--- config.mk ---
export PLATFORM = sky130hd
export DESIGN_NAME = rdt_timer
export DESIGN_NICKNAME = d
export VERILOG_FILES = /design/src/rdt_pkg.sv /design/src/rdt_pin_stage.sv /design/src/rdt_timer.sv
export SDC_FILE = /design/constraint.sdc
export NUM_CORES = 1
export LEC_CHECK = 0
export BUFFER_PORTS_ARGS = -buffer_cell sky130_fd_sc_hd__buf_2
export CAP_MARGIN = 30
export CELL_PAD_IN_SITES_DETAIL_PLACEMENT = 0
export CELL_PAD_IN_SITES_GLOBAL_PLACEMENT = 1
export CORE_UTILIZATION = 41
export CTS_CLUSTER_DIAMETER = 120
export DETAILED_ROUTE_END_ITERATION = 6
export PLACE_DENSITY_LB_ADDON = 0.1
export SLEW_MARGIN = 20
export SYNTH_ARGS = -nofsm -noshare
export SYNTH_HDL_FRONTEND = slang
export SYNTH_HIERARCHICAL = 1
export SYNTH_SLANG_ARGS = --single-unit
--- constraint.sdc ---
create_clock -name mclk_i -period 1.95 [get_ports mclk_i]
set_input_delay 0.0975 -clock mclk_i [delete_from_list [all_inputs] [get_ports mclk_i]]
set_output_delay 0.0975 -clock mclk_i [all_outputs]
set_load 0.01 [all_outputs]
--- src/rdt_pkg.sv ---
package rdt_pkg;

    // ------------------------------------------------------------------
    // Register map and field positions
    // ------------------------------------------------------------------
    localparam int RDT_AW = 4;
    localparam int RDT_DW = 16;
    localparam logic [RDT_AW-1:0] RDT_OFS_CSR = 4'h0;
    localparam logic [RDT_AW-1:0] RDT_OFS_CNT = 4'h4;
    localparam logic [RDT_AW-1:0] RDT_OFS_RLD = 4'h8;

    localparam int RDT_B_TRG = 0;
    localparam int RDT_B_COUNT_RUN_ENABLE = 1;
    localparam int RDT_B_UF = 2;
    localparam int RDT_B_UNDERFLOW_IRQ_ENABLE = 3;
    localparam int RDT_B_RELOAD_ENABLE = 4;
    localparam int RDT_B_OUTPUT_LEVEL_SELECT = 5;
    localparam int RDT_B_MOD_LO = 7;
    localparam int RDT_B_MOD_HI = 9;
    localparam int RDT_B_CSL_LO = 10;
    localparam int RDT_B_CSL_HI = 11;

    // ------------------------------------------------------------------
    // Reset values, encodings and timing
    // ------------------------------------------------------------------
    localparam logic [15:0] RDT_CNT_RST = 16'h0000;
    localparam logic [15:0] RDT_CNT_ALL_ONES = 16'hffff;
    localparam logic [15:0] RDT_RLD_RST = 16'h0000;
    localparam logic [1:0] RDT_CSL_DIV2 = 2'h0;
    localparam logic [1:0] RDT_CSL_DIV8 = 2'h1;
    localparam logic [1:0] RDT_CSL_DIV32 = 2'h2;
    localparam logic [1:0] RDT_CSL_EXT = 2'h3;
    localparam logic [4:0] RDT_MASK_DIV2 = 5'h01;
    localparam logic [4:0] RDT_MASK_DIV8 = 5'h07;
    localparam logic [4:0] RDT_MASK_DIV32 = 5'h1f;
    localparam logic [1:0] RDT_EDGE_NONE = 2'h0;
    localparam logic [1:0] RDT_EDGE_RISE = 2'h1;
    localparam logic [1:0] RDT_EDGE_FALL = 2'h2;
    localparam logic [1:0] RDT_EDGE_BOTH = 2'h3;
    // Trigger to load delay, in peripheral clock periods.
    localparam int RDT_LOAD_DELAY_T = 1;

    typedef enum logic [1:0] {
        RDT_ST_STOP = 2'b00,
        RDT_ST_WAIT = 2'b01,
        RDT_ST_RUN = 2'b10
    } rdt_state_t;

    typedef struct packed {
        rdt_state_t state;
        logic [1:0] csl;
        logic [2:0] mode;
        logic output_level_select;
        logic reload_enable;
        logic underflow_irq_enable;
        logic uf;
        logic [15:0] count;
        logic [15:0] reload;
        logic [4:0] presc;
        logic load_pend;
        logic tog;
        logic [15:0] rdata;
        logic irq;
        logic dma_req;
        logic timer_out_signal;
    } rdt_regs_t;

    typedef struct packed {
        logic s1;
        logic s2;
        logic s3;
    } rdt_pin_regs_t;

endpackage : rdt_pkg

--- src/rdt_pin_stage.sv ---
`timescale 1ns/100ps
module rdt_pin_stage
    import rdt_pkg::*;
(
    input wire logic mclk_i,
    input wire logic reset_n_i,
    input wire logic pin_i,
    output logic level_o,
    output logic rise_o,
    output logic fall_o
);

    // ------------------------------------------------------------------
    // Two-flop synchroniser and edge detector
    // ------------------------------------------------------------------
    rdt_pin_regs_t st;
    rdt_pin_regs_t next_st;

    always_comb begin
        next_st.s1 = pin_i;
        next_st.s2 = st.s1;
        next_st.s3 = st.s2;
    end

    always_ff @(posedge mclk_i or negedge reset_n_i) begin
        if (!reset_n_i) begin
            st <= '0;
        end else begin
            st <= next_st;
        end
    end

    // The first stage feeds only the second; all decoding uses later stages.
    assign level_o = st.s2;
    assign rise_o = st.s2 & ~st.s3;
    assign fall_o = ~st.s2 & st.s3;

endmodule : rdt_pin_stage

--- src/rdt_timer.sv ---
// Contract
// RL1: Internal count clock is machine clock divided by 2, 8 or 32.
// RL2: Trigger bit starts counting while enabled; both bits together start at once.
// RL3: Reload value enters the counter one clock after the trigger.
// RL4: Underflow is the step from zero to all ones.
// RL5: Underflow reloads when reload enabled, else stops holding all ones.
// RL6: Underflow sets the flag; interrupt when flag and enable are both set.
// RL7: Valid input edge loads, clears the prescaler and starts, within 2T to 2.5T; the code loads 3T to 4T after the pin change.
// RL8: The external source holds each input pulse at least two clocks.
// RL9: Gate mode counts only at the chosen level; prescaler runs; triggers accepted.
// RL10: External clock source counts chosen edges of the input pin.
// RL11: Output toggles on reload-mode underflow; one-shot output active while counting.
// RL12: Level select zero gives low toggle start, high pulse; one inverts both.
// RL13: Interrupt request asks for DMA; DMA acceptance clears the flag.
// RL14: Three states: stopped, trigger wait, running, chosen by a wait signal.
// RL15: Software triggers before the gate level arrives in gate mode.
// RL16: Software sets the trigger bit in the same write as the enable.
// RL17: Simultaneous hardware set and software clear leave the flag set.
// RL18: Reload value written during a reload takes effect at the next one.
// RL19: A load coinciding with a decrement wins and the decrement is skipped.
// RL20: Clock select 00, 01, 10 divide by 2, 8, 32; 11 is external.
// RL21: Gate select, edge field and gate level bit decode as documented.
// RL22: Writing zero clears the flag, one does nothing; modify reads return one.
// RL23: Triggers need enable; clearing enable stops; trigger bit reads zero.
`timescale 1ns/100ps
module rdt_timer
    import rdt_pkg::*;
(
    input wire logic mclk_i,
    input wire logic reset_n_i,
    input wire logic [RDT_AW-1:0] addr_i,
    input wire logic [RDT_DW-1:0] wdata_i,
    input wire logic wr_i,
    input wire logic rd_i,
    input wire logic rd_rmw_i,
    output logic [RDT_DW-1:0] rdata_o,
    input wire logic timer_input_pin_i,
    output logic timer_output_pin_o,
    output logic irq_o,
    output logic dma_req_o,
    input wire logic dma_ack_i
);

    // ------------------------------------------------------------------
    // Decoding helpers
    // ------------------------------------------------------------------
    function automatic logic edge_hit(input logic [1:0] sel, input logic rise,
                                      input logic fall);
        logic hit;
        hit = 1'b0;
        unique case (sel)
            RDT_EDGE_NONE: hit = 1'b0;
            RDT_EDGE_RISE: hit = rise;
            RDT_EDGE_FALL: hit = fall;
            RDT_EDGE_BOTH: hit = rise | fall;
        endcase
        return hit;
    endfunction : edge_hit

    function automatic logic presc_tick(input logic [1:0] csl, input logic [4:0] presc);
        logic [4:0] mask;
        mask = RDT_MASK_DIV32;
        unique case (csl)
            RDT_CSL_DIV2: mask = RDT_MASK_DIV2;
            RDT_CSL_DIV8: mask = RDT_MASK_DIV8;
            RDT_CSL_DIV32: mask = RDT_MASK_DIV32;
            RDT_CSL_EXT: mask = RDT_MASK_DIV32;
        endcase
        return (presc & mask) == mask;
    endfunction : presc_tick

    // ------------------------------------------------------------------
    // Input pin stage
    // ------------------------------------------------------------------
    logic pin_level;
    logic pin_rise;
    logic pin_fall;

    rdt_pin_stage u_pin (
        .mclk_i(mclk_i),
        .reset_n_i(reset_n_i),
        .pin_i(timer_input_pin_i),
        .level_o(pin_level),
        .rise_o(pin_rise),
        .fall_o(pin_fall)
    );

    // ------------------------------------------------------------------
    // Events of this cycle
    // ------------------------------------------------------------------
    rdt_regs_t st;
    rdt_regs_t next_st;
    logic csr_wr;
    logic sw_trig;
    logic ext_trig;
    logic running;
    logic gate_ok;
    logic cnt_tick;
    logic uf_evt;
    logic stop_wr;

    assign csr_wr = wr_i && (addr_i == RDT_OFS_CSR);
    assign stop_wr = csr_wr && !wdata_i[RDT_B_COUNT_RUN_ENABLE];
    // Enable and trigger may arrive in one write, so the new enable value counts.
    assign sw_trig = csr_wr && wdata_i[RDT_B_TRG] && wdata_i[RDT_B_COUNT_RUN_ENABLE]; // RL2 RL23
    assign ext_trig = (st.state != RDT_ST_STOP) && (st.csl != RDT_CSL_EXT)
                      && !st.mode[2] && edge_hit(st.mode[1:0], pin_rise, pin_fall); // RL7 RL21
    assign running = (st.state == RDT_ST_RUN);
    assign gate_ok = !st.mode[2] || (st.csl == RDT_CSL_EXT)
                     || (pin_level == st.mode[0]); // RL9 RL21
    assign cnt_tick = running && gate_ok && ((st.csl == RDT_CSL_EXT)
                      ? edge_hit(st.mode[1:0], pin_rise, pin_fall) // RL10
                      : presc_tick(st.csl, st.presc)); // RL1 RL20
    // A pending load beats a decrement in the same cycle.
    assign uf_evt = cnt_tick && (st.count == RDT_CNT_RST) && !st.load_pend; // RL4 RL19

    // ------------------------------------------------------------------
    // Next state
    // ------------------------------------------------------------------
    always_comb begin
        next_st = st;
        next_st.rdata = '0;
        if (running) begin
            next_st.presc = st.presc + 5'h01; // RL9
        end
        if (cnt_tick && !st.load_pend) begin
            if (uf_evt) begin
                if (st.reload_enable) begin
                    next_st.count = st.reload; // RL5 RL18
                    next_st.tog = ~st.tog; // RL11
                end else begin
                    next_st.count = RDT_CNT_ALL_ONES; // RL5
                    next_st.state = RDT_ST_WAIT; // RL14
                end
            end else begin
                next_st.count = st.count - 16'h0001;
            end
        end
        // Trigger acted on one cycle late; this register is the wait signal's clear.
        if (st.load_pend) begin
            next_st.count = st.reload; // RL3 RL19
            next_st.presc = '0; // RL7
            next_st.state = RDT_ST_RUN; // RL14
            next_st.tog = 1'b0; // RL12
            next_st.load_pend = 1'b0;
        end
        if (csr_wr) begin
            next_st.csl = wdata_i[RDT_B_CSL_HI:RDT_B_CSL_LO];
            next_st.mode = wdata_i[RDT_B_MOD_HI:RDT_B_MOD_LO];
            next_st.output_level_select = wdata_i[RDT_B_OUTPUT_LEVEL_SELECT];
            next_st.reload_enable = wdata_i[RDT_B_RELOAD_ENABLE];
            next_st.underflow_irq_enable = wdata_i[RDT_B_UNDERFLOW_IRQ_ENABLE];
            if (!wdata_i[RDT_B_UF]) begin
                next_st.uf = 1'b0; // RL22
            end
            if (stop_wr) begin
                next_st.state = RDT_ST_STOP; // RL23 RL14
                next_st.load_pend = 1'b0;
            end else if (st.state == RDT_ST_STOP) begin
                next_st.state = RDT_ST_WAIT; // RL14
            end
        end
        if (wr_i && (addr_i == RDT_OFS_RLD)) begin
            next_st.reload = wdata_i; // RL18
        end
        if (dma_ack_i) begin
            next_st.uf = 1'b0; // RL13
        end
        // Setting comes last so that it wins over any clear.
        if (uf_evt) begin
            next_st.uf = 1'b1; // RL6 RL17
        end
        if (sw_trig || (ext_trig && !stop_wr)) begin
            next_st.load_pend = 1'b1; // RL2 RL7
        end
        if (rd_i) begin
            unique case (addr_i)
                RDT_OFS_CSR: begin
                    next_st.rdata = {4'h0, st.csl, st.mode, 1'b0, st.output_level_select, st.reload_enable,
                                     st.underflow_irq_enable, st.uf | rd_rmw_i,
                                     st.state != RDT_ST_STOP, 1'b0}; // RL22 RL23
                end
                RDT_OFS_CNT: next_st.rdata = st.count;
                default: next_st.rdata = '0;
            endcase
        end
        next_st.irq = next_st.uf && next_st.underflow_irq_enable; // RL6
        next_st.dma_req = next_st.uf && next_st.underflow_irq_enable; // RL13
        next_st.timer_out_signal = (next_st.reload_enable ? next_st.tog : (next_st.state == RDT_ST_RUN))
                       ^ next_st.output_level_select; // RL11 RL12
    end

    always_ff @(posedge mclk_i or negedge reset_n_i) begin
        if (!reset_n_i) begin
            st <= '0;
        end else begin
            st <= next_st;
        end
    end

    assign rdata_o = st.rdata;
    assign timer_output_pin_o = st.timer_out_signal;
    assign irq_o = st.irq;
    assign dma_req_o = st.dma_req;
endmodule : rdt_timer

==> metrics.log, run 1 <==
[metrics] average cell area after synthesis: 10.9 um2
[metrics] fraction of power spent switching nets: 34.9%
[metrics] Max Cap Violations: 0
[metrics] total of flip-flops plus latches after synthesis: 71
[metrics] via count of the first global-routing pass: 2782
[metrics] violations in the final reports: setup timing
[metrics] antenna violations before repair: 0
[metrics] Int Pwr: 3.57 mW
[metrics] number of pins with negative max-slew slack in the final report: 0
[metrics] post-synthesis instance total: 321
[metrics] antenna cell count: 0
[metrics] combinational fraction of design power: 39.1%
[metrics] count of flip-flops with a built-in enable after synthesis: 0
[metrics] starting utilization of the core area: 42.4%
[metrics] routed via count divided by cell count: approximately 5.2
[metrics] total number of vias: 2793
[metrics] CTS Root Buffer Type: sky130_fd_sc_hd__clkbuf_8
[metrics] peak ir drop on the vdd network: 0.655 mV
[metrics] fin worst setup slack: -0.154 ns
[metrics] netlist area before placement: 0.00350 mm2
[metrics] worst setup slack before clock tree synthesis: -0.209 ns
[metrics] CTS tree: built
[metrics] static leakage power: around 2.2 nW
[metrics] worst min path class: primary input to flop
[metrics] gr ovfl total: 0
[metrics] global-route wire length before repair: about 15000 um
[metrics] I/O Buffers: 45
[metrics] clock insertion delay at the later pin of the skew report: 0.35 ns
[metrics] placed wire-length estimate: 6500 um
[metrics] Die X: 94.5 um
[metrics] required arrival time at the worst endpoint: 2.23 ns
[metrics] worst setup path category: flop to flop
[metrics] result of the run: finished with violations
[metrics] I/O Pins: 46
[metrics] sequential element share of the synthesized area: 50.7%
[metrics] post-synthesis cell type count: 57
[metrics] number of nets in the synthesized netlist: 351
[metrics] Clock Tree Buf Depth: 2
[metrics] setup clock skew after layout: 0.00745 ns
[metrics] highest net fanout along the worst path: 4
[metrics] number of detailed-routing iterations run before antenna repair: 4
[metrics] Avg WL per Cell: around 17 um
[metrics] Worst Setup End Kind: flop
[metrics] Max transition margin: 55.1%
[metrics] YS warnings: 6
[metrics] WP data arrival: 2.39 ns
[metrics] number of sinks on the clock net: 71
[metrics] vertical extent of the die: approximately 94 um
[metrics] dominant register cell in the synthesized netlist: sky130_fd_sc_hd__dfrtp_1
[metrics] fraction of power consumed by sequential logic: 39.0%
[metrics] share of layout cells above drive strength 1: a little over two fifths
[metrics] Placed Cells: 507
[metrics] Final Wtd Congestion: 0.851
[metrics] Final TNS setup: -0.913 ns
[metrics] area of the core region: 0.00826 mm2
[metrics] final antenna-violating net count: 0
[metrics] aggregate routed wire length: 8950 um
[metrics] number of DRC violations after detailed-routing iteration 0: between 100 and 150
[metrics] # nets final: 459
[metrics] proportion of power drawn by the clock network: 21.9%
[metrics] Die ar.: 0.00892 mm2
[metrics] ys async rst share: 100%
[metrics] time the final worst path needs with I/O delays and setup: 2.10 ns
[metrics] most frequent cells in the layout: 71 x sky130_fd_sc_hd__dfrtp_1, 65 x sky130_fd_sc_hd__buf_4, 44 x sky130_fd_sc_hd__buf_2
[metrics] Finished Core Util: 56.0%
[metrics] number of rows in the core area: 33
[metrics] filler instances: 748
[metrics] maximum number of pins on one net before global-route repair: 37
[metrics] commonest non-fill, non-tap cell in the layout: sky130_fd_sc_hd__dfrtp_1
[metrics] final instance count without filler cells: 539
[metrics] crit share post-route: 108%
[metrics] total routing usage reported by global routing: 22.6%
[metrics] final setup vio count: 17
[metrics] actual slew at the worst max-slew pin: 0.657 ns
[metrics] startpoint type of the worst setup path: flop
[metrics] H-tree lvl count: 3
[metrics] DRC: 0
[metrics] Num CTS Buffers: 9
[metrics] growth of design area from synthesis to finish: 32.0%
[metrics] maximum clock rate: 475 MHz
[metrics] clock-pin slew on the worst setup and hold paths: ~0.08 ns
[metrics] unrepaired setup endpoints after global routing: yes
[metrics] P per Cell Area: 1190 mW/mm2
[metrics] Psw: 1.91 mW
[metrics] final number of hold-violating endpoints: 0
## registers in the layout, indices dropped and copies added (netlist names)
name                flops
u_pin/level_o           1
rdata_o                16
u_pin/st                1
u_pin/next_st           1
st                     50
dma_req_o               1
timer_output_pin_o      1
## cells by family (layout without fill, tap and decap cells)
group           Yosys count  in the layout  share of synthesized area [%]
simple gates             94             94                           15.6
compound gates           79             79                           15.6
flops                    71             71                           50.7
buf+inv                  41            154                           7.00
mux                      26             26                           8.25
xor+xnor                  7              7                           1.75
fa+ha+maj                 3              3                           1.07
## cell usage after synthesis (2+ instances only)
cell / n / share of area (%)
sky130_fd_sc_hd__dfrtp_1: 71 / 51
sky130_fd_sc_hd__mux2_2: 23 / 7.4
sky130_fd_sc_hd__nor2_1: 21 / 2.2
sky130_fd_sc_hd__a21oi_1: 20 / 2.9
sky130_fd_sc_hd__nand2_1: 20 / 2.1
sky130_fd_sc_hd__buf_4: 17 / 3.6
sky130_fd_sc_hd__o22a_1: 13 / 3.2
sky130_fd_sc_hd__nor2b_1: 11 / 2.0
sky130_fd_sc_hd__inv_1: 10 / 1.1
sky130_fd_sc_hd__a22oi_1: 9 / 1.9
sky130_fd_sc_hd__nor3_1: 9 / 1.3
sky130_fd_sc_hd__o21ai_0: 9 / 1.3
sky130_fd_sc_hd__a31oi_1: 7 / 1.2
sky130_fd_sc_hd__and3_1: 7 / 1.2
sky130_fd_sc_hd__clkbuf_1: 7 / 0.75
sky130_fd_sc_hd__xor2_1: 5 / 1.2
sky130_fd_sc_hd__a211oi_1: 4 / 0.86
sky130_fd_sc_hd__buf_2: 3 / 0.43
sky130_fd_sc_hd__ha_1: 3 / 1.1
sky130_fd_sc_hd__mux2i_1: 3 / 0.86
sky130_fd_sc_hd__nand3_1: 3 / 0.43
sky130_fd_sc_hd__nand4_1: 3 / 0.54
sky130_fd_sc_hd__o21a_1: 3 / 0.64
sky130_fd_sc_hd__a2111oi_0: 2 / 0.50
sky130_fd_sc_hd__a21boi_0: 2 / 0.43
sky130_fd_sc_hd__nor4_1: 2 / 0.36
sky130_fd_sc_hd__nor4b_4: 2 / 1.4
sky130_fd_sc_hd__o32a_1: 2 / 0.57
sky130_fd_sc_hd__xnor2_1: 2 / 0.50
## power by group through the flow
stage | combinational (mW) | sequential (mW) | clock [mW]
after floorplan | 1.04 | 2.20 | 0
after global placement | 2.02 | 2.16 | 0
after detailed placement | 2.03 | 2.17 | 0
after CTS | 2.10 | 2.14 | 1.21
after global routing | 2.35 | 2.20 | 1.28
final | 2.14 | 2.14 | 1.20
## worst max-delay path, cell delays in order (launching register included)
cell                        delay (ns)
sky130_fd_sc_hd__dfrtp_1          0.42
sky130_fd_sc_hd__xor2_1           0.17
sky130_fd_sc_hd__nand2_1          0.15
sky130_fd_sc_hd__o2111ai_2        0.23
sky130_fd_sc_hd__and2_4           0.23
sky130_fd_sc_hd__or3_4            0.38
sky130_fd_sc_hd__or3_4            0.34
sky130_fd_sc_hd__a21oi_2          0.13
## final cells by class
| type | count | area, um2 | area share, % |
|---|---|---|---|
| flip-flops and latches | 71 | 1780 | 38.4 |
| multi-input cells | 209 | 1580 | 34.1 |
| inverters | 10 | 37.5 | 0.811 |
| clock buffers | 10 | 138 | 2.97 |
| clock inverters | 6 | 60.1 | 1.30 |
| well taps | 105 | 131 | 2.84 |
| repair buffers | 128 | 905 | 19.6 |
## what timing repair did
| item | 4_1_cts | 5_1_grt |
|---|---|---|
| hold buffers | 14 | 0 |
| endpoints found under the setup margin | 19 | 22 |
| buffers inserted | 2 | 0 |
| endpoints found under the hold margin | 52 | 0 |
| pin swaps | 4 | 9 |
| gates resized for setup | 9 | 15 |
## per-stage QoR
| stage | hold WS (ns) | power (mW) | area [um2] |
|---|---|---|---|
| after floorplan | -0.198 | 3.24 | 3500 |
| after global placement | 0.0972 | 4.17 | 4170 |
| after detailed placement | 0.105 | 4.19 | 4170 |
| after CTS | 0.00592 | 5.45 | 4560 |
| after global routing | 0.00690 | 5.83 | 4630 |
| final | 0.00680 | 5.48 | 4630 |
## layer usage
metal / part of all wire (%) / wire (um) / up-vias / GRT usage [%]
met5: 0 / 0 / - / 0
met4: 1.7 / 148 / 0 / 8.96
met3: 4.0 / 358 / 13 / 4.27
met2: 47 / 4210 / 65 / 35.9
met1: 47 / 4230 / 1354 / 30.3
li1: - / - / 1361 / -
## worst paths after layout
path / from / endpoint / slack [ns] / cells after the start
worst min register to register: u_pin/next_st[1] / u_pin/level_o / 0.36 / 0
worst max register to register: u_pin/level_o / st[19] / -0.15 / 7
max in group asynchronous: reset_n_i / st[47] / 1.06 / 3
worst max-delay path: u_pin/level_o / st[19] / -0.15 / 7
min in group asynchronous: reset_n_i / st[55] / 0.25 / 2
worst min-delay path: wdata_i[11] / st[37] / 0.007 / 2
(Power assumes the default switching activity.)
==> run 2, diff against run 1 <==
PLACE_DENSITY = 0.82   (was unset)
PLACE_DENSITY_LB_ADDON = unset   (was 0.1)
==> metrics.log, run 2 (synthesized netlist as in run 1, its figures left out) <==
[metrics] result of the run: finished with violations
[metrics] violations in the final reports: setup timing
[metrics] Die ar.: 0.00892 mm2
[metrics] Top reg by flops: st
[metrics] commonest non-fill, non-tap cell in the layout: sky130_fd_sc_hd__dfrtp_1
[metrics] via count of the first global-routing pass: 2893
[metrics] starting utilization of the core area: 42.4%
[metrics] cell-by-cell listing of the critical path: nor3_1 > o2111ai_2 > and2_4 > or3_4 > or3_4 > a21oi_2
[metrics] maximum number of pins on one net before global-route repair: 72
[metrics] highest net fanout along the worst path: 5
[metrics] H-tree lvl count: 3
[metrics] placed wire-length estimate: 6050 um
[metrics] I/O Buffers: 45
[metrics] combinational fraction of design power: about 40%
[metrics] clock-pin slew on the worst setup and hold paths: 0.08 ns
[metrics] static leakage power: 2.24 nW
[metrics] worst slack on hold paths: roughly 0.029 ns
[metrics] Avg WL per Cell: between 15 and 20 um
[metrics] Psw: 1.97 mW
[metrics] worst-case reg-to-reg path depth: 6
[metrics] proportion of power drawn by the clock network: 21.4%
[metrics] antenna violations before repair: 0
[metrics] startpoint type of the worst setup path: flop
[metrics] area of the core region: approximately 0.0083 mm2
[metrics] vertical extent of the die: about 94 um
[metrics] sink of the worst hold path: st[27]
[metrics] number of sinks on the clock net: 71
[metrics] fin worst setup slack: -0.183 ns
[metrics] number of detailed-routing iterations run before antenna repair: 5
[metrics] peak ir drop on the vdd network: 0.567 mV
[metrics] P per Cell Area: 1170 mW/mm2
[metrics] routed via count divided by cell count: 5.30
[metrics] worst setup slack for register-to-register paths: -0.18 ns
[metrics] antenna cell count: 0
[metrics] number of pins with negative max-slew slack in the final report: 0
[metrics] CTS tree: built
[metrics] start of the worst register-to-register path: st[65]
[metrics] biggest cell delay along the critical path: 0.43 ns
[metrics] worst flop-to-flop path endpoint: st[19]
[metrics] clock insertion delay at the later pin of the skew report: about 0.35 ns
[metrics] CTS Root Buffer Type: sky130_fd_sc_hd__clkbuf_8
[metrics] worst min path class: primary input to flop
[metrics] maximum clock rate: approximately 470 MHz
[metrics] Final Wtd Congestion: 0.980
[metrics] Int Pwr: ~3.6 mW
[metrics] Worst Setup End Kind: flop
[metrics] share of layout cells above drive strength 1: 43.2%
[metrics] unrepaired setup endpoints after global routing: yes
[metrics] fraction of power consumed by sequential logic: around two fifths
[metrics] Max transition margin: 53.8%
[metrics] final antenna-violating net count: 0
[metrics] Num CTS Buffers: 9
[metrics] number of instances on the worst hold path: 2
[metrics] CP dominant cell by count: sky130_fd_sc_hd__or3_4
[metrics] Critical-path top delay cell: sky130_fd_sc_hd__dfrtp_1
[metrics] number of rows in the core area: 33
[metrics] total routing usage reported by global routing: 21.8%
[metrics] worst hold start: wdata_i[1]
[metrics] fraction of power spent switching nets: 35.4%
[metrics] Clock Tree Buf Depth: 2
[metrics] actual slew at the worst max-slew pin: just under 0.7 ns
[metrics] required arrival time at the worst endpoint: ~2.2 ns
[metrics] WP data arrival: 2.42 ns
[metrics] filler instances: 704
[metrics] aggregate routed wire length: 9080 um
[metrics] total number of vias: 2862
[metrics] gr ovfl total: 0
[metrics] max reg flops: 50
[metrics] number of DRC violations after detailed-routing iteration 0: 162
[metrics] worst setup slack before clock tree synthesis: -0.144 ns
[metrics] Die X: 94.5 um
[metrics] global-route wire length before repair: 14400 um
[metrics] I/O Pins: 46
[metrics] setup clock skew after layout: 0.00684 ns
[metrics] # nets final: 461
[metrics] most frequent cells in the layout: 71 x sky130_fd_sc_hd__dfrtp_1, 57 x sky130_fd_sc_hd__buf_4, 46 x sky130_fd_sc_hd__buf_2
[metrics] final number of hold-violating endpoints: 0
[metrics] Design Power: 5.58 mW
[metrics] time the final worst path needs with I/O delays and setup: 2.13 ns
[metrics] crit share post-route: 109%
[metrics] final setup vio count: 20
[metrics] worst setup path category: flop to flop
[metrics] DRC: 0
[metrics] Max Cap Violations: 0
[metrics] growth of design area from synthesis to finish: 35.6%
==> run 2: cell type report <==
cell class / count / area [um2] / area share [%]
Sequential cell: 71 / 1780 / 37.4
Inverter: 10 / 37.5 / 0.790
Clock inverter: 3 / 42.5 / 0.895
Timing Repair Buffer: 130 / 948 / 20.0
Multi-Input combinational cell: 209 / 1660 / 35.0
Tap cell: 105 / 131 / 2.76
Clock buffer: 12 / 155 / 3.26
==> run 2: power groups by stage <==
stage	Combinational [mW]	Clock, mW	Sequential [mW]
after global routing	2.42	1.29	2.20
final	2.22	1.19	2.16
after global placement	1.91	0	2.16
after CTS	2.07	1.22	2.15
after detailed placement	1.94	0	2.18
after floorplan	1.04	0	2.20
==> run 2: routing by layer <==
| metal | global-route usage [%] | up-vias | share of wire, % |
|---|---|---|---|
| met5 | 0 | - | 0 |
| met4 | 11.5 | 0 | 2.0 |
| met3 | 4.59 | 18 | 4.8 |
| met2 | 34.5 | 65 | 48 |
| met1 | 28.0 | 1414 | 45 |
| li1 | - | 1365 | - |
==> run 2: worst max-delay path by stage <==
stage / cells past startpoint / slack (ns) / endpoint / from
global route: 8 / -0.28 / timer_output_pin_o / st[46]
CTS: 9 / -0.13 / timer_output_pin_o / st[44]
global placement: 9 / -0.12 / st[54] / st[46]
floorplan: 7 / -0.08 / st[19] / st[46]
detailed placement: 7 / -0.14 / st[19] / st[46]
finish: 6 / -0.18 / st[19] / st[65]
==> run 2: through the flow <==
stage / utilization (%) / instances / TNS [ns] / instance area [um2]
floorplan: - / 321 / -0.552 / 3500
global placement: 49.6 / 496 / -0.363 / 4100
detailed placement: 49.6 / 496 / -0.874 / 4100
CTS: 55.8 / 535 / -0.490 / 4610
global route: 57.6 / 540 / -3.65 / 4750
finish: 57.6 / 540 / -1.21 / 4750
==> run 2: critical path: cells and delay by family (launching register included) <==
kind / cells / cell delay [ns]
and+or+nand+nor: 4 / 1.23
DFF: 1 / 0.43
AOI/OAI and AO/OA: 2 / 0.40
==> run 2: what timing repair did <==
| action | in CTS | in global routing |
|---|---|---|
| setup endpoints to repair | 18 | 22 |
| endpoints found under the hold margin | 90 | 2 |
| hold buffers | 16 | 2 |
| buffers inserted | 8 | 2 |
| resized for setup | 23 | 25 |
| cloned | 0 | 1 |
| pin swaps | 13 | 16 |
